==> config.mk <==
export PLATFORM = sky130hd
export DESIGN_NAME = fer_ext_read_reg
export DESIGN_NICKNAME = d
export VERILOG_FILES = /design/src/fer_pkg.sv /design/src/fer_ext_read_reg.sv
export SDC_FILE = /design/constraint.sdc
export NUM_CORES = 1
export LEC_CHECK = 0
export BUFFER_PORTS_ARGS = -buffer_cell sky130_fd_sc_hd__buf_2
export CAP_MARGIN = 20
export CORE_ASPECT_RATIO = 0.6
export CORE_UTILIZATION = 44
export CTS_BUF_LIST = sky130_fd_sc_hd__clkbuf_2 sky130_fd_sc_hd__clkbuf_4 sky130_fd_sc_hd__clkbuf_8
export CTS_CLUSTER_DIAMETER = 30
export DETAILED_ROUTE_END_ITERATION = 12
export PLACE_DENSITY_LB_ADDON = 0.1
export SLEW_MARGIN = 25
export SYNTH_ARGS = -nofsm -noshare
export SYNTH_HDL_FRONTEND = slang
export SYNTH_SLANG_ARGS = --single-unit
==> constraint.sdc <==
create_clock -name ref_clk -period 1.9 [get_ports ref_clk]
set_clock_uncertainty 0.15 [all_clocks]
set_input_delay 0.475 -clock ref_clk [delete_from_list [all_inputs] [get_ports ref_clk]]
set_output_delay 0.475 -clock ref_clk [all_outputs]
set_load 0.02 [all_outputs]
==> src/fer_pkg.sv <==
package fer_pkg;

    // ------------------------------------------------------------
    // Register layout
    // ------------------------------------------------------------
    localparam int          ER_WIDTH      = 8;
    localparam int          DS_MSB        = 7;
    localparam int          DS_LSB        = 5;
    localparam int          RSV_BIT       = 4;
    localparam int          EERR_BIT      = 3;
    localparam int          PERR_BIT      = 2;
    localparam int          PROT_BIT      = 1;
    localparam int          WIP_BIT       = 0;
    localparam logic [2:0]  DS_RESET      = 3'h7;
    localparam logic        RSV_VALUE     = 1'h1;

    // ------------------------------------------------------------
    // Opcodes
    // ------------------------------------------------------------
    localparam logic [7:0]  OP_SET_PERSIST = 8'h85;
    localparam logic [7:0]  OP_SET_VOL     = 8'h83;

    // ------------------------------------------------------------
    // Default dummy cycles
    // ------------------------------------------------------------
    localparam logic [3:0]  DUMMY_FAST_SER  = 4'h8;
    localparam logic [3:0]  DUMMY_FAST_QCM  = 4'h6;
    localparam logic [3:0]  DUMMY_WIDE_OUT  = 4'h8;
    localparam logic [3:0]  DUMMY_DUAL_IO   = 4'h4;
    localparam logic [3:0]  DUMMY_QUAD_IO   = 4'h6;

    // ------------------------------------------------------------
    // Read kinds and operation kinds
    // ------------------------------------------------------------
    typedef enum logic [2:0] {
        RD_FAST, RD_FAST_DDR, RD_DUAL_OUT, RD_QUAD_OUT,
        RD_DUAL_IO, RD_DUAL_IO_DDR, RD_QUAD_IO, RD_QUAD_IO_DDR
    } fer_read_e;

    typedef enum logic [3:0] {
        OP_PROGRAM, OP_INFO_PROGRAM, OP_PROT_REG_PROGRAM, OP_PASSWORD_UNLOCK,
        OP_NV_REG_WRITE, OP_STATUS_WRITE, OP_FUNC_WRITE, OP_ERASE,
        OP_CHIP_ERASE, OP_NONE
    } fer_op_e;

    // Conditions reported with a finished operation
    typedef struct packed {
        fer_op_e    kind;
        logic       progFail;
        logic       eraseFail;
        logic       targetProtected;
        logic       infoRowLocked;
        logic       modeAlreadySet;
        logic       modeBitsZero;
        logic       passwordMismatch;
        logic       statusLocked;
        logic       blockProtectHit;
    } fer_result_s;

    typedef struct packed {
        logic [2:0] driveStrength;
        logic       reserved;
        logic       eraseErr;
        logic       progErr;
        logic       protectViolationFlag;
        logic       opInProgress;
    } fer_ext_reg_s;

endpackage

==> src/fer_ext_read_reg.sv <==
`timescale 1ns/10ps

module fer_ext_read_reg
#(
    parameter bit LOW_VOLTAGE = 1'b0
) (
    // Clock and reset
    input  wire logic                  ref_clk,
    input  wire logic                  sys_rst,
    // Link side, asynchronous
    input  wire logic                  serClk,
    input  wire logic                  chipSelN,
    // Command decoder
    input  wire logic                  cmdValid,
    input  wire logic [7:0]            cmdOpcode,
    input  wire logic [7:0]            cmdData,
    input  wire logic                  clearErrCmd,
    input  wire logic                  quadCommandMode,
    input  wire fer_pkg::fer_read_e    readKind,
    input  wire logic                  readValid,
    // Internal engine
    input  wire logic                  statusBusy,
    input  wire logic                  opDone,
    input  wire fer_pkg::fer_result_s  opResult,
    // Outputs
    output fer_pkg::fer_ext_reg_s      extRegOut,
    output logic [2:0]                 persistDrive,
    output logic [2:0]                 activeDrive,
    output logic [3:0]                 dummyCycles,
    output logic                       readAccept,
    output logic                       serClkRise,
    output logic                       frameActive
);
    import fer_pkg::*;

    // ------------------------------------------------------------
    // Link synchronisers
    // ------------------------------------------------------------
    logic [1:0] clkSync_q, clkSync_d;
    logic [1:0] csSync_q, csSync_d;
    logic       clkPrev_q, clkPrev_d;
    logic       rise_q, rise_d;
    logic       frame_q, frame_d;

    always_comb begin
        clkSync_d = {clkSync_q[0], serClk};
        csSync_d  = {csSync_q[0], chipSelN};
        clkPrev_d = clkSync_q[1];
        rise_d    = clkSync_q[1] & ~clkPrev_q;
        frame_d   = ~csSync_q[1];
    end

    always_ff @(posedge ref_clk) begin
        if (sys_rst) begin
            clkSync_q <= 2'h0;
            csSync_q  <= 2'h3;
            clkPrev_q <= 1'h0;
            rise_q    <= 1'h0;
            frame_q   <= 1'h0;
        end else begin
            clkSync_q <= clkSync_d;
            csSync_q  <= csSync_d;
            clkPrev_q <= clkPrev_d;
            rise_q    <= rise_d;
            frame_q   <= frame_d;
        end
    end

    assign serClkRise  = rise_q;
    assign frameActive = frame_q;

    // ------------------------------------------------------------
    // Register state
    // ------------------------------------------------------------
    logic [2:0] persistDs_q, persistDs_d;
    logic [2:0] volDs_q, volDs_d;
    logic       eErr_q, eErr_d;
    logic       pErr_q, pErr_d;
    logic       prot_q, prot_d;
    logic       wip_q, wip_d;
    logic       setE, setP, setProt;
    logic       wrAny;
    logic       dsLegal;

    always_comb begin
        setE    = 1'b0;
        setP    = 1'b0;
        setProt = 1'b0;
        if (opDone) begin
            unique case (opResult.kind)
                OP_PROGRAM: begin
                    setP    = opResult.progFail | opResult.targetProtected;
                    setProt = opResult.targetProtected;
                end
                OP_INFO_PROGRAM: begin
                    setP    = opResult.progFail | opResult.infoRowLocked;
                    setProt = opResult.infoRowLocked;
                end
                OP_PROT_REG_PROGRAM: begin
                    setP    = opResult.progFail | opResult.modeAlreadySet
                              | opResult.modeBitsZero;
                    setProt = opResult.modeAlreadySet | opResult.modeBitsZero;
                end
                OP_PASSWORD_UNLOCK: begin
                    setP    = opResult.passwordMismatch;
                    setProt = opResult.passwordMismatch;
                end
                OP_NV_REG_WRITE: begin
                    setE = opResult.eraseFail;
                    setP = opResult.progFail;
                end
                OP_STATUS_WRITE: begin
                    setE    = opResult.eraseFail | opResult.statusLocked;
                    setP    = opResult.progFail;
                    setProt = opResult.statusLocked;
                end
                OP_FUNC_WRITE: begin
                    setP = opResult.progFail;
                end
                OP_ERASE: begin
                    setE    = opResult.eraseFail | opResult.targetProtected
                              | opResult.infoRowLocked;
                    setProt = opResult.targetProtected | opResult.infoRowLocked;
                end
                OP_CHIP_ERASE: begin
                    setE    = opResult.eraseFail | opResult.blockProtectHit;
                    setProt = opResult.blockProtectHit;
                end
                default: begin
                end
            endcase
        end
        // Set wins over clear; only clearErrCmd or reset clears the flags
        eErr_d = setE | (eErr_q & ~clearErrCmd);
        pErr_d = setP | (pErr_q & ~clearErrCmd);
        prot_d = setProt | (prot_q & ~clearErrCmd);
        // Flags land in the same cycle the busy mirror can fall
        wip_d  = statusBusy;

        wrAny   = cmdValid & ((cmdOpcode == OP_SET_PERSIST) | (cmdOpcode == OP_SET_VOL));
        dsLegal = (cmdData[DS_MSB:DS_LSB] != 3'h0) & (cmdData[DS_MSB:DS_LSB] != 3'h4);
        persistDs_d = persistDs_q;
        volDs_d     = volDs_q;
        // Only drive bits are taken; low bits and reserved bit ignored
        if (wrAny && dsLegal) begin
            volDs_d = cmdData[DS_MSB:DS_LSB];
            if (cmdOpcode == OP_SET_PERSIST) begin
                persistDs_d = cmdData[DS_MSB:DS_LSB];
            end
        end
    end

    always_ff @(posedge ref_clk) begin
        if (sys_rst) begin
            persistDs_q <= DS_RESET;
            volDs_q     <= DS_RESET;
            eErr_q      <= 1'h0;
            pErr_q      <= 1'h0;
            prot_q      <= 1'h0;
            wip_q       <= 1'h0;
        end else begin
            persistDs_q <= persistDs_d;
            volDs_q     <= volDs_d;
            eErr_q      <= eErr_d;
            pErr_q      <= pErr_d;
            prot_q      <= prot_d;
            wip_q       <= wip_d;
        end
    end

    assign extRegOut = '{driveStrength:        volDs_q,
                         reserved:             RSV_VALUE,
                         eraseErr:             eErr_q,
                         progErr:              pErr_q,
                         protectViolationFlag: prot_q,
                         opInProgress:         wip_q};
    assign persistDrive = persistDs_q;
    assign activeDrive  = volDs_q;

    // ------------------------------------------------------------
    // Read dummy cycles and acceptance
    // ------------------------------------------------------------
    logic [3:0] dummy_q, dummy_d;
    logic       accept_q, accept_d;

    always_comb begin
        dummy_d  = dummy_q;
        accept_d = 1'b0;
        if (readValid) begin
            unique case (readKind)
                RD_FAST, RD_FAST_DDR: begin
                    dummy_d  = quadCommandMode ? DUMMY_FAST_QCM : DUMMY_FAST_SER;
                    accept_d = 1'b1;
                end
                RD_DUAL_OUT, RD_QUAD_OUT: begin
                    dummy_d  = DUMMY_WIDE_OUT;
                    accept_d = ~quadCommandMode;
                end
                RD_DUAL_IO: begin
                    dummy_d  = DUMMY_DUAL_IO;
                    accept_d = ~quadCommandMode;
                end
                RD_DUAL_IO_DDR: begin
                    dummy_d  = DUMMY_DUAL_IO;
                    accept_d = ~quadCommandMode;
                end
                RD_QUAD_IO, RD_QUAD_IO_DDR: begin
                    dummy_d  = DUMMY_QUAD_IO;
                    accept_d = ~(LOW_VOLTAGE & quadCommandMode);
                end
            endcase
        end
    end

    always_ff @(posedge ref_clk) begin
        if (sys_rst) begin
            dummy_q  <= DUMMY_FAST_SER;
            accept_q <= 1'h0;
        end else begin
            dummy_q  <= dummy_d;
            accept_q <= accept_d;
        end
    end

    assign dummyCycles = dummy_q;
    assign readAccept  = accept_q;
endmodule

Word-level counts from Yosys, hierarchy flattened. Index checks and enable logic that the tools add are counted.

Output and inout port bits: 21. Input bits: 42. Logic and storage cells: 78. Register bits after elaboration: 22.

Reduce and logical (&&, ||, !) cells: 13. Equality and inequality tests: 18. Mux-type cells: 9. Bitwise gates (word level): 25.

Operators by type and width (number): $eq A4 B3 Y1 const B (4); $eq A8 B8 Y1 const B (2); $pmux W4 S4 (1); $or A1 B1 Y1 (14); $eq A3 B3 Y1 const B (4); $reduce_or A2 Y1 (5); $eq A4 B2 Y1 const B (2); $reduce_or A4 Y1 (2); $pmux W1 S7 (1); $and A1 B1 Y1 (6); $eq A3 B2 Y1 const B (2); $not A1 Y1 (5); $pmux W1 S5 (1); $eq A4 B1 Y1 const B (1); $eq A4 B4 Y1 const B (1); $logic_not A4 Y1 (1); $mux W4 (1); $pmux W1 S4 (1); $eq A3 B1 Y1 const B (1); $logic_not A3 Y1 (1); $mux W1 (3); $ne A3 B3 Y1 const B (1); $reduce_bool A3 Y1 (1); $reduce_or A3 Y1 (1); other kinds (3) (3).

Depth between registers and ports, before layout.
Depth in word-level cells: 5. Mapped depth: 6. Mapped depth without buffers: 6.

Worst setup path before layout. Ideal clock, no wire load.

Path kind: input to register. Start: in opResult[9] (netlist bit). End: reg eErr_q. Setup slack: 315 ps. Library setup time: 116 ps. Path buffers: 1. Data required time: 1634 ps. Arrival: 1319 ps. Stages: 5. Path through: buf_2 nand4bb_1 a21oi_1 or3_1 a41o_1.

Word-level cells in the longest chain between the ends: 4. Elaborated cells between the ends (all ways): 7. Classes of those cells: eq/ne: 4; mux: 2; bitwise: 1.

RTL lines: from (decl) (RTL line fer_ext_read_reg.sv:24) `input wire fer_pkg::fer_result_s opResult,`; $eq A4 B4 Y1 / $eq A4 B3 Y1 (equally long branches) (RTL line fer_ext_read_reg.sv:90) `unique case (opResult.kind)`; $pmux W1 S4 (*) (RTL line fer_ext_read_reg.sv:90); $mux W1 (*) (RTL line fer_ext_read_reg.sv:89) `if (opDone) begin`; $or A1 B1 Y1 (*) (RTL line fer_ext_read_reg.sv:134) `eErr_d = setE | (eErr_q & ~clearErrCmd);`; to (signal assigned) (RTL line fer_ext_read_reg.sv:164) `eErr_q <= eErr_d;`; to (decl) (RTL line fer_ext_read_reg.sv:77) `logic eErr_q, eErr_d;`.

Mark *: on every way between the ends. The rest lies on a longest branch, timed or not. A chain may end at the register's enable or synchronous reset.

Worst setup path after layout.
Start: in cmdOpcode[6]. End: reg persistDs_q[1] (netlist: persistDrive[1]).

Word-level cells in the longest chain between the ends: 5. Elaborated cells between the ends (all ways): 6. Classes of those cells: eq/ne: 2; bitwise: 2; reduce/logical: 2.

RTL lines: from (decl) (RTL line fer_ext_read_reg.sv:15) `input wire logic [7:0] cmdOpcode,`; $eq A8 B8 Y1, on equally long branches (RTL line fer_ext_read_reg.sv:140, fer_ext_read_reg.sv:147); $or A1 B1 Y1 (RTL line fer_ext_read_reg.sv:140) `wrAny = cmdValid & ((cmdOpcode == OP_SET_PERSIST) | (cmdOpcode == OP_SET_VOL));`; $and A1 B1 Y1 (RTL line fer_ext_read_reg.sv:140); $logic_and A1 B1 Y1 (RTL line fer_ext_read_reg.sv:145) `if (wrAny && dsLegal) begin`; $reduce_and A2 Y1 (no source line) (*); to (signal assigned) (RTL line fer_ext_read_reg.sv:162) `persistDs_q <= persistDs_d;`; to (decl) (RTL line fer_ext_read_reg.sv:75) `logic [2:0] persistDs_q, persistDs_d;`.

Marked as above.

==> out/qor.yml <==
drt:
  viasPerCell: 4.76
  wl_mm: 2.05
  dr_total_vias: 900
  firstDrtPassIters: 4
  drt_iter0_markers: 30
  ant_nets: 0
  drc: 0
  post_drt_wl_per_cell_um: 10.8
clocking:
  cts_tree: "built"
  clkSinkCount: 21
  clk_pin_slew_ps: 70
  htreeDepth: 1
  clockBufferDepth: 2
  cts.root.buffer_cell: "clkbuf_8"
  clk_latency_ps: 250
  post_cts_buffers: 0
  cts_resized: 0
  cts.hold.buffers_added: 0
  cts_buffers: 3
floorplanning:
  die_height_um: 39.5
  die_x_um: 64.5
  rows: 13
  die_area_um2: 2550
  num_io_pins: 63
  start_util_pct: 47.0
  core_area_um2: 2200
synthesis:
  synth_top_area_cell: "dfxtp_1"
  synth_edf_count: 0
  ys_types: 34
  synth-seq-area-share_pct: 40.8
  syn_area_um2: 1030
  yosysWarnings: 0
  synth_area_leaders: "dfxtp_1 41%, mux2i_1 7.8%, buf_4 6.6%"
  synth_area_per_cell_um2: 9.12
  synth_ff_type: "dfxtp_1"
  synthCells: 113
  synth_most_common_cell: "dfxtp_1"
  synth_top_area_share_pct: 40.8
  synthArstFlopShare_pct: 0
  synth_common_cells: "21 x dfxtp_1, 16 x nor2_1, 9 x buf_4"
  ys_seq_elements: 21
  synth.net_count: 159
pwr:
  leakage_nw: 0.602
  p_per_area_nw_per_um2: 678
  vdd_drop_max_uv: 603
setup_path:
  slowest_stage: "nor3b_2"
  critPathTopFamily: "simple AND/OR/NAND/NOR gates"
  arrival_ps: 1510
  path_cells: "buf_2, and4b_1, o211ai_1, nor3b_2, mux2i_1"
  path_depth: 5
  required_ps: 1930
  worst_setup_path_end_kind: "flop"
  r2r_cells: 3
  critical_path_buf_inv_count: 1
  critPathLaunchType: "input pin"
  crit_path_max_incr_delay_ps: 360
  cp_max_fo: 3
  critical_path_class: "in2reg"
min_path:
  hold_path_class: "reg2reg"
  whs_path_depth: 1
timing:
  finalCritPeriodShare_pct: 77.8
  holdWs_ps: 235
  min_period_ps: 1480
  setup_viol: 0
  drv_slew: 0
  fin_tns_setup_ps: 0
  rsz0062_at_grt: "false"
  fmax_mhz: 676
  hold_violations: 0
finish:
  syn_to_final_growth_pct: 26.8
  drive_above_1_share_pct: 39.0
  n_fill_cell: 220
  n_antenna_cell: 0
  nets: 206
  final_cells: 189
grt:
  grt_pass1_wl_mm: 3.21
  grt_pass1_vias: 743
  grt_max_degree: 23
  antenna_found_initial: 0
  overflow: 0
  grt.total_usage_pct: 17.7
run:
  drv_cap: 0
place:
  gp_congestion: 0.813
  post-dp-hpwl_mm: 1.64
  dp.cells: 185
  numPortBuffers: 54
outcome:
  outcome: "completed"
per-stage QoR:
stage,utilization (%),power [mW],cell area (um2),setup WS (ps)
after floorplan,-,0.548,1030,315
after global placement,57.3,0.599,1260,172
after detailed placement,57.3,0.604,1260,158
after CTS,59.5,0.900,1310,394
after global routing,59.5,0.937,1310,376
final,59.5,0.887,1310,421
kinds of logic (layout without fill, tap and decap cells):
group,Yosys count,count (layout),synth area share [%]
and+or+nand+nor,43,43,23.2
DFF,21,21,40.8
buffers and inverters,17,63,9.59
AOI/OAI and AO/OA,16,16,10.1
muxes,9,9,9.95
adders and majority gates,4,4,4.85
other,2,2,0.728
xor gates and xnor gates,1,1,0.850
sequential cells by signal, summed over array words and instances, names as in the netlist, 2 cells and up:
register / count
persistDrive: 3
activeDrive: 3
csSync_q: 2
clkSync_q: 2
dummyCycles: 3
where the power goes:
part	switching, mW	leakage [nW]	internal [mW]
logic	0.0709	0.404	0.0627
clock network	0.130	0.0262	0.163
registers	0.00511	0.172	0.455
placed cells by master (no fill, tap or decap), types with 2 or more instances in the layout:
cell type and n:
nand2b_1 3, a211oi_1 3, mux2i_1 8, or2_2 2, conb_1 2, o21ai_0 5, buf_2 54, dfxtp_1 21
nor2_1 16, clkbuf_8 3, nor3_1 2, nor2b_1 7, nand2_1 3, a21oi_1 3, inv_1 5, ha_1 4
final timing paths:
| path | to | slack, ps | start |
|---|---|---|---|
| worst max-delay path | persistDrive[1]$_SDFFE_PP1P_ | 420 | cmdOpcode[6] |
| worst min-delay path | frameActive$_SDFF_PP0_ | 230 | csSync_q[1]$_SDFF_PP1_ |
| worst min register to register | frameActive$_SDFF_PP0_ | 230 | csSync_q[1]$_SDFF_PP1_ |
| worst max register to register | prot_q$_SDFF_PP0_ | 880 | prot_q$_SDFF_PP0_ |
worst register-to-register path: cells and delay by family (launching register included):
kind            cells  cell delay (ps)
compound gates      1              210
flops               1              330
simple gates        2              250
routing by layer:
layer | up-vias | routed length [um] | GRT usage, %
met5 | - | 0 | 0
met4 | 0 | 13 | 5.00
met3 | 2 | 98 | 6.98
met2 | 22 | 948 | 31.1
met1 | 413 | 986 | 20.5
li1 | 463 | - | -
final cells by class:
| class | count | area (um2) | share of cell area (%) |
|---|---|---|---|
| Multi-Input combinational cell | 75 | 512 | 39.1 |
| Sequential cell | 21 | 420 | 32.2 |
| Timing Repair Buffer | 54 | 270 | 20.7 |
| Clock buffer | 4 | 48.8 | 3.73 |
| Tap cell | 30 | 37.5 | 2.87 |
| Inverter | 5 | 18.8 | 1.44 |
(Power assumes the default switching activity.)
